===== config.mk =====
export PLATFORM = sky130hd
export DESIGN_NAME = adsp_device_flat
export DESIGN_NICKNAME = d
export VERILOG_FILES = /design/src/inc/adsp_pkg.sv /design/src/inc/adsp_if.sv /design/src/rtl/adsp_device.sv /design/src/flat_wrapper.sv
export VERILOG_INCLUDE_DIRS = /design/src /design/src/inc
export SDC_FILE = /design/constraint.sdc
export NUM_CORES = 1
export LEC_CHECK = 0
export BUFFER_PORTS_ARGS = -buffer_cell sky130_fd_sc_hd__buf_2
export CAP_MARGIN = 20
export CORE_ASPECT_RATIO = 1.25
export CORE_MARGIN = 10
export CORE_UTILIZATION = 61
export DETAILED_ROUTE_END_ITERATION = 16
export GPL_TIMING_DRIVEN = 0
export PLACE_DENSITY = 0.8
export SLEW_MARGIN = 20
export SYNTH_ARGS = -nofsm -noshare
export SYNTH_HDL_FRONTEND = slang
export SYNTH_SLANG_ARGS = --single-unit

===== constraint.sdc =====
create_clock -name sys_clk -period 4.3 [get_ports sys_clk]
set_clock_uncertainty 0.2 [all_clocks]
set_input_delay 0.645 -clock sys_clk [delete_from_list [all_inputs] [get_ports sys_clk]]
set_output_delay 0.645 -clock sys_clk [all_outputs]
set_load 0.05 [all_outputs]

===== src/inc/adsp_params.svh =====
// constants for the adc/dac serial port control ends
// assumes a 250 MHz system clock shared by both ends
`ifndef ADSP_PARAMS_SVH
`define ADSP_PARAMS_SVH

`define ADSP_SYS_CLK_NS 4
`define ADSP_ADC_CLK_NS 500
`define ADSP_ADC_HALF_CYC (`ADSP_ADC_CLK_NS / (2 * `ADSP_SYS_CLK_NS))
`define ADSP_LATE_NS 30
`define ADSP_LATE_CYC (`ADSP_LATE_NS / `ADSP_SYS_CLK_NS)
`define ADSP_CONV_EDGES 5'h13
`define ADSP_CONV_EDGES_LATE 5'h14
`define ADSP_WORD_BITS 5'h10
`define ADSP_LAST_BIT 5'h0F
`define ADSP_DAC_OFFSET 14'h2000
`define ADSP_TRANSMIT_CLOCK_IN_NS 500
`define ADSP_TRANSMIT_CLOCK_IN_HALF_CYC (`ADSP_TRANSMIT_CLOCK_IN_NS / (2 * `ADSP_SYS_CLK_NS))
`define ADSP_STROBE_NS 100
`define ADSP_STROBE_CYC ((`ADSP_STROBE_NS + `ADSP_SYS_CLK_NS - 1) / `ADSP_SYS_CLK_NS)
`define ADSP_FIFO_DEPTH 32
`define ADSP_FIFO_WIDTH 16

`endif


===== src/inc/adsp_pkg.sv =====
// types shared by both ends of the converter serial port
// assumes adsp_params.svh sits on the include path
`default_nettype none
package adsp_pkg;
  typedef enum logic [0:0] {CONV_IDLE, CONV_RUN} adsp_conv_e;
  typedef enum logic [1:0] {TX_IDLE, TX_SHIFT, TX_GAP} adsp_tx_e;
  typedef logic [13:0] adsp_code_t;
endpackage
`default_nettype wire


===== src/inc/adsp_if.sv =====
// serial link between the converter device and its host
// open-drain lines modelled with pull-ups: a line is low while its enable is high
`timescale 1ns/1ps
`default_nettype none
interface adsp_if;
  logic receive_clock_out_o;
  logic receive_clock_out_oe;
  logic receive_frame_n_o;
  logic receive_frame_n_oe;
  logic receive_data_out_o;
  logic receive_data_out_oe;
  logic receive_clock_out;
  logic receive_frame_n;
  logic receive_data_out;
  logic transmit_clock_in;
  logic transmit_frame_n;
  logic transmit_data_in;
  logic convert_start_n;
  logic dac_load_n;

  // pull-up resolution of the open-drain trio
  assign receive_clock_out = receive_clock_out_oe ? receive_clock_out_o : 1'b1;
  assign receive_frame_n = receive_frame_n_oe ? receive_frame_n_o : 1'b1;
  assign receive_data_out = receive_data_out_oe ? receive_data_out_o : 1'b1;

  modport device (
    output receive_clock_out_o, receive_clock_out_oe,
    output receive_frame_n_o, receive_frame_n_oe,
    output receive_data_out_o, receive_data_out_oe,
    input receive_clock_out, receive_frame_n, receive_data_out,
    input transmit_clock_in, transmit_frame_n, transmit_data_in,
    input convert_start_n, dac_load_n
  );
  modport host (
    input receive_clock_out, receive_frame_n, receive_data_out,
    output transmit_clock_in, transmit_frame_n, transmit_data_in,
    output convert_start_n, dac_load_n
  );
endinterface
`default_nettype wire


===== src/rtl/adsp_device.sv =====
// device end: adc conversion control with serial result output, dac serial input
// assumes link pins synchronous to sys_clk except convert_start_n, which is synchronised
// Summary of operation
// RL1: analog output changes only on dac latch update
// RL2: codes are 14-bit two's complement, fs/16384
// RL3: 2000h most negative, 1fffh most positive
// RL4: convert_start_n rising starts conversion, enters hold
// RL5: serial result shifts out during conversion
// RL6: word is two zeros then 14-bit msb-first
// RL7: data changes on rising clock, sampled falling
// RL8: frame low at start, first zero on first fall
// RL9: receive clock, frame, data are open-drain
// RL10: receive clock derived from adc master clock
// RL11: clock mode selects stopping or continuous receive clock
// RL12: input latch separate; dac latch alone drives output
// RL13: host sends 16-bit words sampled on falling edges
// RL14: after frame falls, accept next 16 falls
// RL15: drop first two bits, keep 14 msb-first
// RL16: load held low updates on sixteenth fall
// RL17: load falling mid-transfer defers to sixteenth fall
// RL18: load returning high mid-transfer cancels update
// RL19: host may time convert and load freely
// RL20: host raises transmit frame between words
// RL21: convert start synchronised inside the device
// RL22: conversion takes 19 or 20 rising edges
// RL23: transmit frame fall restarts the bit count
`timescale 1ns/1ps
`default_nettype none
`include "adsp_params.svh"
module adsp_device import adsp_pkg::*; (
  input wire logic sys_clk,
  input wire logic rst,
  adsp_if.device link,
  input wire logic [13:0] adc_sample,
  input wire logic clk_continuous,
  output logic track_hold,
  output logic [13:0] dac_code,
  output logic [13:0] dac_level
);
  // synchroniser state
  logic cs_meta, cs_sync, cs_prev;
  // adc group
  adsp_conv_e state, next_state;
  logic [6:0] half_cnt, next_half_cnt;
  logic adc_lvl, next_adc_lvl;
  logic [4:0] rise_cnt, next_rise_cnt;
  logic [4:0] edges_needed, next_edges_needed;
  logic [15:0] res_shift, next_res_shift;
  logic frame, next_frame;
  logic next_track_hold;
  logic rclk_oe, next_rclk_oe;
  logic frame_oe, next_frame_oe;
  logic data_oe, next_data_oe;
  logic run, tick, rise, start, next_run;
  // dac group
  logic tx_clk_prev, next_tx_clk_prev;
  logic tx_frame_prev, next_tx_frame_prev;
  logic ld_prev, next_ld_prev;
  logic [4:0] bit_cnt, next_bit_cnt;
  logic loading, next_loading;
  logic [15:0] in_shift, next_in_shift;
  adsp_code_t in_latch, next_in_latch;
  adsp_code_t next_dac_code, next_dac_level;
  logic tfall, tx_frame_fall, ld_fall, busy;

  // open-drain pins only ever pull low
  assign link.receive_clock_out_o = 1'b0; // [RL9]
  assign link.receive_frame_n_o = 1'b0;
  assign link.receive_data_out_o = 1'b0;
  assign link.receive_clock_out_oe = rclk_oe;
  assign link.receive_frame_n_oe = frame_oe;
  assign link.receive_data_out_oe = data_oe;

  // two-stage synchroniser, edge taken from the second stage
  always_ff @(posedge sys_clk or posedge rst) begin
    if (rst) begin
      cs_meta <= 1'b1;
      cs_sync <= 1'b1;
      cs_prev <= 1'b1;
    end else begin
      cs_meta <= link.convert_start_n; // [RL21]
      cs_sync <= cs_meta;
      cs_prev <= cs_sync;
    end
  end

  // adc clock divider, conversion sequence and result shifter
  always_comb begin
    next_state = state;
    next_half_cnt = half_cnt;
    next_adc_lvl = adc_lvl;
    next_rise_cnt = rise_cnt;
    next_edges_needed = edges_needed;
    next_res_shift = res_shift;
    next_frame = frame;
    next_track_hold = track_hold;
    run = clk_continuous || (state == CONV_RUN);
    tick = (half_cnt == 7'(`ADSP_ADC_HALF_CYC - 1));
    rise = run && tick && !adc_lvl;
    start = cs_sync && !cs_prev; // [RL4]
    // master clock: receive clock follows it directly
    if (run) begin // [RL10]
      if (tick) begin
        next_half_cnt = 7'h00;
        next_adc_lvl = !adc_lvl;
      end else begin
        next_half_cnt = half_cnt + 7'h01;
      end
    end else begin
      next_half_cnt = 7'h00;
      next_adc_lvl = 1'b0;
    end
    unique case (state)
      CONV_IDLE: begin
        if (start) begin
          next_state = CONV_RUN;
          next_track_hold = 1'b1; // [RL4]
          next_res_shift = {2'b00, adc_sample}; // [RL6] [RL2]
          next_frame = 1'b1; // [RL8]
          next_rise_cnt = 5'h00;
          // clock high or released: first edge in the frame is a fall, one count pre-taken
          if (!clk_continuous || adc_lvl || tick) begin
            next_rise_cnt = 5'h01; // [RL8]
          end
          // a pre-taken count, or a start just before a rising edge, needs one more
          if (!clk_continuous || adc_lvl ||
              half_cnt >= 7'(`ADSP_ADC_HALF_CYC - `ADSP_LATE_CYC)) begin
            next_edges_needed = `ADSP_CONV_EDGES_LATE; // [RL22]
          end else begin
            next_edges_needed = `ADSP_CONV_EDGES; // [RL22]
          end
          if (!clk_continuous) begin
            next_half_cnt = 7'h00;
            next_adc_lvl = 1'b0;
          end
        end
      end
      CONV_RUN: begin
        if (rise) begin
          next_rise_cnt = rise_cnt + 5'h01;
          // bit changes on rising edge, while conversion runs
          if (rise_cnt != 5'h00 && rise_cnt < `ADSP_WORD_BITS) begin
            next_res_shift = {res_shift[14:0], 1'b0}; // [RL7] [RL5]
          end
          if (rise_cnt == `ADSP_WORD_BITS) begin
            next_frame = 1'b0;
          end
          if (next_rise_cnt == edges_needed) begin
            next_state = CONV_IDLE;
            next_track_hold = 1'b0;
            next_frame = 1'b0;
            if (!clk_continuous) begin
              next_half_cnt = 7'h00;
              next_adc_lvl = 1'b0; // [RL11]
            end
          end
        end
      end
    endcase
    next_run = clk_continuous || (next_state == CONV_RUN);
    // noncontinuous clock releases to three-state when idle
    next_rclk_oe = next_run && !next_adc_lvl; // [RL11] [RL9]
    next_frame_oe = next_frame; // [RL8]
    next_data_oe = next_frame && !next_res_shift[15]; // [RL9]
  end

  always_ff @(posedge sys_clk or posedge rst) begin
    if (rst) begin
      state <= CONV_IDLE;
      half_cnt <= 7'h00;
      adc_lvl <= 1'b0;
      rise_cnt <= 5'h00;
      edges_needed <= `ADSP_CONV_EDGES;
      res_shift <= 16'h0000;
      frame <= 1'b0;
      track_hold <= 1'b0;
      rclk_oe <= 1'b0;
      frame_oe <= 1'b0;
      data_oe <= 1'b0;
    end else begin
      state <= next_state;
      half_cnt <= next_half_cnt;
      adc_lvl <= next_adc_lvl;
      rise_cnt <= next_rise_cnt;
      edges_needed <= next_edges_needed;
      res_shift <= next_res_shift;
      frame <= next_frame;
      track_hold <= next_track_hold;
      rclk_oe <= next_rclk_oe;
      frame_oe <= next_frame_oe;
      data_oe <= next_data_oe;
    end
  end

  // dac input latch and dac latch update control
  always_comb begin
    next_tx_clk_prev = link.transmit_clock_in;
    next_tx_frame_prev = link.transmit_frame_n;
    next_ld_prev = link.dac_load_n;
    next_in_shift = in_shift;
    next_in_latch = in_latch;
    next_dac_code = dac_code;
    tfall = tx_clk_prev && !link.transmit_clock_in;
    tx_frame_fall = tx_frame_prev && !link.transmit_frame_n;
    ld_fall = ld_prev && !link.dac_load_n;
    busy = loading || tx_frame_fall;
    next_loading = busy;
    next_bit_cnt = tx_frame_fall ? 5'h00 : bit_cnt; // [RL23]
    // falling edges sampled only while frame is low
    if (tfall && busy && !link.transmit_frame_n) begin // [RL13] [RL14]
      next_in_shift = {in_shift[14:0], link.transmit_data_in};
      next_bit_cnt = next_bit_cnt + 5'h01;
      if (next_bit_cnt == `ADSP_WORD_BITS) begin
        next_in_latch = next_in_shift[13:0]; // [RL15]
        next_loading = 1'b0;
        next_bit_cnt = 5'h00;
        // load low at the sixteenth fall: update now
        if (!link.dac_load_n) begin
          next_dac_code = next_in_shift[13:0]; // [RL16] [RL17] [RL18]
        end
      end
    end
    // load falling edge outside a transfer moves the input latch
    if (ld_fall && !busy) begin // [RL17]
      next_dac_code = in_latch; // [RL1] [RL12]
    end
    // offset binary level: 2000h lowest, 0000h mid, 1fffh highest
    next_dac_level = next_dac_code ^ `ADSP_DAC_OFFSET; // [RL3] [RL2]
  end

  always_ff @(posedge sys_clk or posedge rst) begin
    if (rst) begin
      tx_clk_prev <= 1'b1;
      tx_frame_prev <= 1'b1;
      ld_prev <= 1'b1;
      bit_cnt <= 5'h00;
      loading <= 1'b0;
      in_shift <= 16'h0000;
      in_latch <= 14'h0000;
      dac_code <= 14'h0000;
      dac_level <= `ADSP_DAC_OFFSET;
    end else begin
      tx_clk_prev <= next_tx_clk_prev;
      tx_frame_prev <= next_tx_frame_prev;
      ld_prev <= next_ld_prev;
      bit_cnt <= next_bit_cnt;
      loading <= next_loading;
      in_shift <= next_in_shift;
      in_latch <= next_in_latch;
      dac_code <= next_dac_code;
      dac_level <= next_dac_level;
    end
  end
endmodule
`default_nettype wire


===== src/flat_wrapper.sv =====
// flat-port wrapper written by rule: the top's interface ports become plain ports
module adsp_device_flat import adsp_pkg::*;
  (sys_clk, rst, adc_sample, clk_continuous, track_hold, dac_code, dac_level, link_receive_clock_out_o, link_receive_clock_out_oe, link_receive_frame_n_o, link_receive_frame_n_oe, link_receive_data_out_o, link_receive_data_out_oe, link_transmit_clock_in, link_transmit_frame_n, link_transmit_data_in, link_convert_start_n, link_dac_load_n);
  adsp_if link_i ();
  input wire logic sys_clk;
  input wire logic rst;
  input wire logic [13:0] adc_sample;
  input wire logic clk_continuous;
  output logic track_hold;
  output logic [13:0] dac_code;
  output logic [13:0] dac_level;
  output wire logic [$bits(link_i.receive_clock_out_o)-1:0] link_receive_clock_out_o;
  output wire logic [$bits(link_i.receive_clock_out_oe)-1:0] link_receive_clock_out_oe;
  output wire logic [$bits(link_i.receive_frame_n_o)-1:0] link_receive_frame_n_o;
  output wire logic [$bits(link_i.receive_frame_n_oe)-1:0] link_receive_frame_n_oe;
  output wire logic [$bits(link_i.receive_data_out_o)-1:0] link_receive_data_out_o;
  output wire logic [$bits(link_i.receive_data_out_oe)-1:0] link_receive_data_out_oe;
  input wire logic [$bits(link_i.transmit_clock_in)-1:0] link_transmit_clock_in;
  input wire logic [$bits(link_i.transmit_frame_n)-1:0] link_transmit_frame_n;
  input wire logic [$bits(link_i.transmit_data_in)-1:0] link_transmit_data_in;
  input wire logic [$bits(link_i.convert_start_n)-1:0] link_convert_start_n;
  input wire logic [$bits(link_i.dac_load_n)-1:0] link_dac_load_n;
  assign link_receive_clock_out_o = link_i.receive_clock_out_o;
  assign link_receive_clock_out_oe = link_i.receive_clock_out_oe;
  assign link_receive_frame_n_o = link_i.receive_frame_n_o;
  assign link_receive_frame_n_oe = link_i.receive_frame_n_oe;
  assign link_receive_data_out_o = link_i.receive_data_out_o;
  assign link_receive_data_out_oe = link_i.receive_data_out_oe;
  assign link_i.transmit_clock_in = link_transmit_clock_in;
  assign link_i.transmit_frame_n = link_transmit_frame_n;
  assign link_i.transmit_data_in = link_transmit_data_in;
  assign link_i.convert_start_n = link_convert_start_n;
  assign link_i.dac_load_n = link_dac_load_n;
  adsp_device u_core (.sys_clk(sys_clk), .rst(rst), .link(link_i), .adc_sample(adc_sample), .clk_continuous(clk_continuous), .track_hold(track_hold), .dac_code(dac_code), .dac_level(dac_level));
endmodule

Yosys cells after proc, flatten, opt, wreduce, memory -nomap -nowiden
Index checks and enable logic that the tools add are counted.
Word-level totals
  bits in registers: 106
  word-level logic and storage cells: 116
  bits of input ports: 22
Operators by class
  bitwise operators: 2
  add/subtract/negate cells: 3
  equality and inequality tests: 8
  multiplexer cells: 45
  order comparisons: 2
  reduce and logical (&&, ||, !) cells: 33
Operator list (number)
  $mux W14: 4
  $mux W16: 3
  $mux W7: 6
  $pmux W16 S2: 1
  $mux W5: 5
  $mux W1: 19
  $pmux W7 S2: 1
  $logic_and A1 B1 Y1: 12
  $add A5 B1 Y5 const B: 2
  $eq A5 B5 Y1 const B: 2
  $pmux W5 S2: 1
  $logic_not A1 Y1: 9
  $pmux W1 S2: 4
  $add A7 B1 Y7 const B: 1
  $eq A7 B6 Y1 const B: 1
  $ge A7 B6 Y1 const B: 1
  $logic_or A1 B1 Y1: 6
  $ne A2 B2 Y1 const B: 3
  $reduce_and A2 Y1: 3
  $reduce_and A3 Y1: 2
  $eq A5 B5 Y1: 1
  $lt A5 B5 Y1 const B: 1
  $reduce_bool A5 Y1: 1
  $mux W3: 1
  2 further kinds: 3

Logic depth before layout (Yosys ltp)
  depth in word-level cells: 9
  gate-level depth with buffers: 9

Worst setup path before layout
No wires, ideal clock.
  kind: in2reg
  start point: input link_transmit_frame_n
  end point: register u_core.in_latch[0]
  required time: 3.972 ns
  setup slack: 1.573 ns
  stages on the path: 9
  setup time: 0.128 ns
  buffers on the path: 2
  arrival time: 2.399 ns
  cell sequence: nand2b_1 -> and2_1 -> ha_1 -> a21oi_1 -> o221ai_2 -> and4b_1 -> clkbuf_1 -> buf_2 -> mux2_1
On the way
  word-level cells in the longest chain between the ends: 6
  elaborated cells on any way between the ends: 9
Ends and longest elaborated chain
  from (decl): RTL line flat_wrapper.sv:19  | input wire logic [$bits(link_i.transmit_frame_n)-1:0] link_transmit_frame_n;
  $logic_not A1 Y1 (*): RTL line adsp_device.sv:204, adsp_device.sv:210
  $logic_and A1 B1 Y1: RTL line adsp_device.sv:204  | tx_frame_fall = tx_frame_prev && !link.transmit_frame_n;
  $mux W5 / $logic_or A1 B1 Y1 (equally long branches): RTL line adsp_device.sv:208, adsp_device.sv:206
  $add A5 B1 Y5 / $logic_and A1 B1 Y1 (equally long branches): RTL line adsp_device.sv:212, adsp_device.sv:210
  $eq A5 B5 Y1 (no source line) / $logic_and A1 B1 Y1 (equally long branches)
  $reduce_and A2 Y1 (no source line) (*)
  to (signal assigned): RTL line adsp_device.sv:249  | in_latch <= next_in_latch;
  to (decl): RTL line adsp_device.sv:62  | adsp_code_t in_latch, next_in_latch;
Mark *: on every way between the ends. The rest lies on a longest branch, timed or not.
A chain may end at the register's enable or synchronous reset.

Worst setup path in the final report
  start point: register u_core.tx_frame_prev
  end point: register u_core.dac_level[13]
On the way
  word-level cells in the longest chain between the ends: 8
  elaborated cells on any way between the ends: 13
Ends and longest elaborated chain
  from (decl): RTL line adsp_device.sv:57  | logic tx_frame_prev, next_tx_frame_prev;
  from (signal assigned): RTL line adsp_device.sv:244  | tx_frame_prev <= next_tx_frame_prev;
  $logic_and A1 B1 Y1 (*): RTL line adsp_device.sv:204
  $mux W5: RTL line adsp_device.sv:208  | next_bit_cnt = tx_frame_fall ? 5'h00 : bit_cnt;
  $add A5 B1 Y5: RTL line adsp_device.sv:212  | next_bit_cnt = next_bit_cnt + 5'h01;
  $eq A5 B5 Y1 (no source line)
  $mux W14: RTL line adsp_device.sv:213  | if (next_bit_cnt == `ADSP_WORD_BITS) begin
  $mux W14: RTL line adsp_device.sv:210  | if (tfall && busy && !link.transmit_frame_n) begin
  $mux W14 (*): RTL line adsp_device.sv:224  | if (ld_fall && !busy) begin
  $not A1 Y1 (no source line) (*)
  named net u_core.next_dac_level[13]: RTL line adsp_device.sv:63  | adsp_code_t next_dac_code, next_dac_level;
  to (signal assigned): RTL line adsp_device.sv:241  | dac_level <= `ADSP_DAC_OFFSET;
  to (signal assigned): RTL line adsp_device.sv:251  | dac_level <= next_dac_level;
  to (decl): RTL line adsp_device.sv:38  | output logic [13:0] dac_level
The timed path passes the listed nets; every way through them passes the cells marked *.

==> flow_summary.yaml <==
run_status:
  status: "finished clean"
setup_path:
  crit_arrival_ns: 3.02
  critPathMaxStageDelay_ns: 0.57
  required_ns: 4.34
  cp_max_fo: 10
  path_class: "flip-flop to flip-flop"
  crit_chain: "nand2b_1 > and2_1 > ha_1 > nand3_1 > xnor2_1 > nand4b_1 > o22a_1 > clkbuf_1 > a221oi_1"
  endpoint_kind: "flip-flop"
  reg2regPathDepth: 9
  slowest_stage: "dfstp_2"
  crit_path_start_kind: "flip-flop"
clock_tree:
  clk_path_buf_depth: 2
  clock_tree.root_cell: "clkbuf_8"
  ctsResizeCount: 0
  cts_setup_buffers: 0
  cts_tree: "yes"
  clk_latency_ns: 0.35
  hold_buffers: 0
  path_clk_slew_ns: 0.09
  cts_buffers: 9
  clkSinkCount: 90
  h-tree-depth: 3
synth:
  synth_area_per_cell_sq_um: 11.4
  synth_warnings: 0
  ys_seq_elements: 90
  ys.flop_type: "dfrtp_1"
  async_flop_share: 1.00
  yosysSeqAreaShare: 0.542
  syn_area_sq_mm: 0.00418
  synthCells: 367
  yosysUniqueCellTypes: 49
  synth_edf_count: 0
global_routing:
  track_usage: 0.169
  grt_pass1_wl_mm: 14.8
  grt_max_degree: 53
  grt_pass1_vias: 3133
  globalRouteOverflowTotal: 0
  use_met3: 0.0387
  grtUsageMet2: 0.285
  grt.busiest_layer: "met2"
  antenna_found_initial: 0
  met1_usage: 0.206
cells_and_area:
  layout.nets: 462
  drive_gt1_frac: 0.287
  fin_util: 0.725
  fin_area_sq_mm: 0.00479
  antenna_cells: 0
  area_growth_pct: 14.7
sta:
  grt_setup_unrepaired: "false"
  period_minus_slack_ns: 2.98
  fin_tns_setup_ns: 0
  slew_headroom: 0.616
  fmax_mhz: 336
  min_period_over_period: 0.692
  worst_pin_slew_ns: 0.576
  drv_slew: 0
  final-hold-violation-count: 0
  finalSetupViolCount: 0
  setup_ws_ns: 1.32
place:
  dp_hpwl_mm: 6.25
  pre_cts_ws_ns: 1.04
  portBuffers: 53
  finalWeightedCongestion: 0.792
  post_dp_cell_area_sq_mm: 0.00459
detailed_routing:
  wl_per_cell_um: 16.6
  drt_iter0_drc: 142
  post-route-drc-count: 0
  postRouteAntennaNets: 0
  vias_per_cell: 5.61
  routed_wl_mm: 8.73
  vias: 2949
  first_pass_iters: 4
die:
  initial_core_util: 0.632
  ios: 57
  die_h_um: 113
  core-area_sq_mm: 0.00661
  die_w_um: 94.0
  dieArea_sq_mm: 0.0106
  floorplan.rows: 33
run:
  drv_cap: 0
power:
  power_mw: 2.17
  power.leakage_nw: 2.33
  ir_drop_mv: 0.239
  p_per_area_mw_per_mm2: 452
min_path:
  hold_path_class: "input port to asynchronous set/reset pin"
## registers in the layout, indices dropped and copies added, names as in the netlist, 2 cells and up, named ones only
| register | cells |
|---|---|
| u_core.res_shift | 16 |
| u_core.in_latch | 14 |
| u_core.dac_code | 13 |
| u_core.in_shift | 13 |
| u_core.half_cnt | 7 |
| u_core.bit_cnt | 5 |
| u_core.rise_cnt | 5 |
| u_core.edges_needed | 2 |
## synth_stat cells (all sizes together) (2+ instances only)
cell	instances	area, sq um
a21oi	10	50.1
a221o	14	140
a22oi	13	97.6
and2	2	12.5
and3	2	12.5
buf	25	174
clkbuf	10	37.5
dfrtp	82	2050
dfstp	8	210
ha	6	75.1
inv	6	22.5
mux2	29	327
nand2	44	173
nand2b	4	25.0
nand3	11	55.1
nand4b	2	23.8
nor2	18	67.6
nor2b	17	106
nor3	2	21.3
nor3b	16	120
nor4	2	12.5
o21a	2	15.0
o21ai	10	53.8
o31ai	2	15.0
or3	2	12.5
or3b	2	17.5
xnor2	8	70.1
xor2	6	52.6
## per-stage QoR
step	std cells	hold WS, ns
final	526	0.128
after global routing	526	0.161
after CTS	526	0.149
after detailed placement	510	0.147
after global placement	509	0.146
after floorplan	369	0.145
## final cells by class
class / instances / area [sq um]
well taps: 87 / 109
inverters: 6 / 25.0
fillers: 496 / 1810
plain buffers: 35 / 211
flip-flops and latches: 90 / 2260
clock inverters: 6 / 66.3
clock buffers: 10 / 138
multi-input cells: 238 / 1690
repair buffers: 54 / 293
## layout by cell type (no fill, tap or decap), types with 3 or more instances in the layout
cell	netlist	routed
dfrtp_1	82	82
buf_2	7	60
nand2_1	43	43
nor2_1	18	18
nor2b_1	17	17
buf_4	17	17
nor3b_1	16	16
mux2_1	15	15
a221o_1	14	14
mux2_2	14	14
a22oi_1	13	13
nand3_1	11	11
clkbuf_1	10	10
a21oi_1	10	10
clkbuf_8	0	10
xnor2_1	8	8
dfstp_2	8	8
o21ai_0	7	7
xor2_1	6	6
ha_1	6	6
inv_1	6	5
nand2b_1	4	4
conb_1	1	3
clkinvlp_4	0	3
## worst paths after layout
kind,startpoint,end,slack [ns]
worst min register to register,u_core.cs_meta,u_core.cs_sync,0.16
worst max register to register,u_core.tx_frame_prev,u_core.dac_level[13],1.32
max in group asynchronous,rst,u_core.ld_prev,3.10
min in group sys_clk,u_core.cs_meta,u_core.cs_sync,0.16
worst min-delay path,rst,u_core.res_shift[9],0.13
worst max-delay path,u_core.tx_frame_prev,u_core.dac_level[13],1.32
## critical path, delay by kind of cell (launching register included)
| kind | cells | cell delay (ns) |
|---|---|---|
| AOI/OAI and AO/OA | 2 | 0.76 |
| xor gates and xnor gates | 1 | 0.18 |
| adders and majority gates | 1 | 0.25 |
| buffers and inverters | 1 | 0.30 |
| DFF | 1 | 0.57 |
| and+or+nand+nor | 4 | 0.59 |
## metal layers
metal  vias up  share of wire
met1      1473           0.44
li1       1397              -
met4         0          0.012
met3         9          0.040
met5         -              0
met2        70           0.51
## report_power, final
part | switching [mW] | total [mW] | leakage [nW] | internal [mW]
Combinational | 0.235 | 0.424 | 1.10 | 0.189
Sequential | 0.141 | 1.16 | 1.14 | 1.01
Clock | 0.301 | 0.585 | 0.0945 | 0.284
## logic make-up after synthesis
| group | after synthesis | share of synthesized area |
|---|---|---|
| buffers and inverters | 41 | 0.0560 |
| flip-flops | 90 | 0.542 |
| AND/OR/NAND/NOR | 127 | 0.165 |
| AO/OA/AOI/OAI | 59 | 0.111 |
| XOR/XNOR | 14 | 0.0294 |
| multiplexers | 29 | 0.0782 |
| other | 1 | 0.000898 |
| adder cells (fa/ha/maj) | 6 | 0.0180 |
Note: power is estimated with default switching activity, not from simulation.
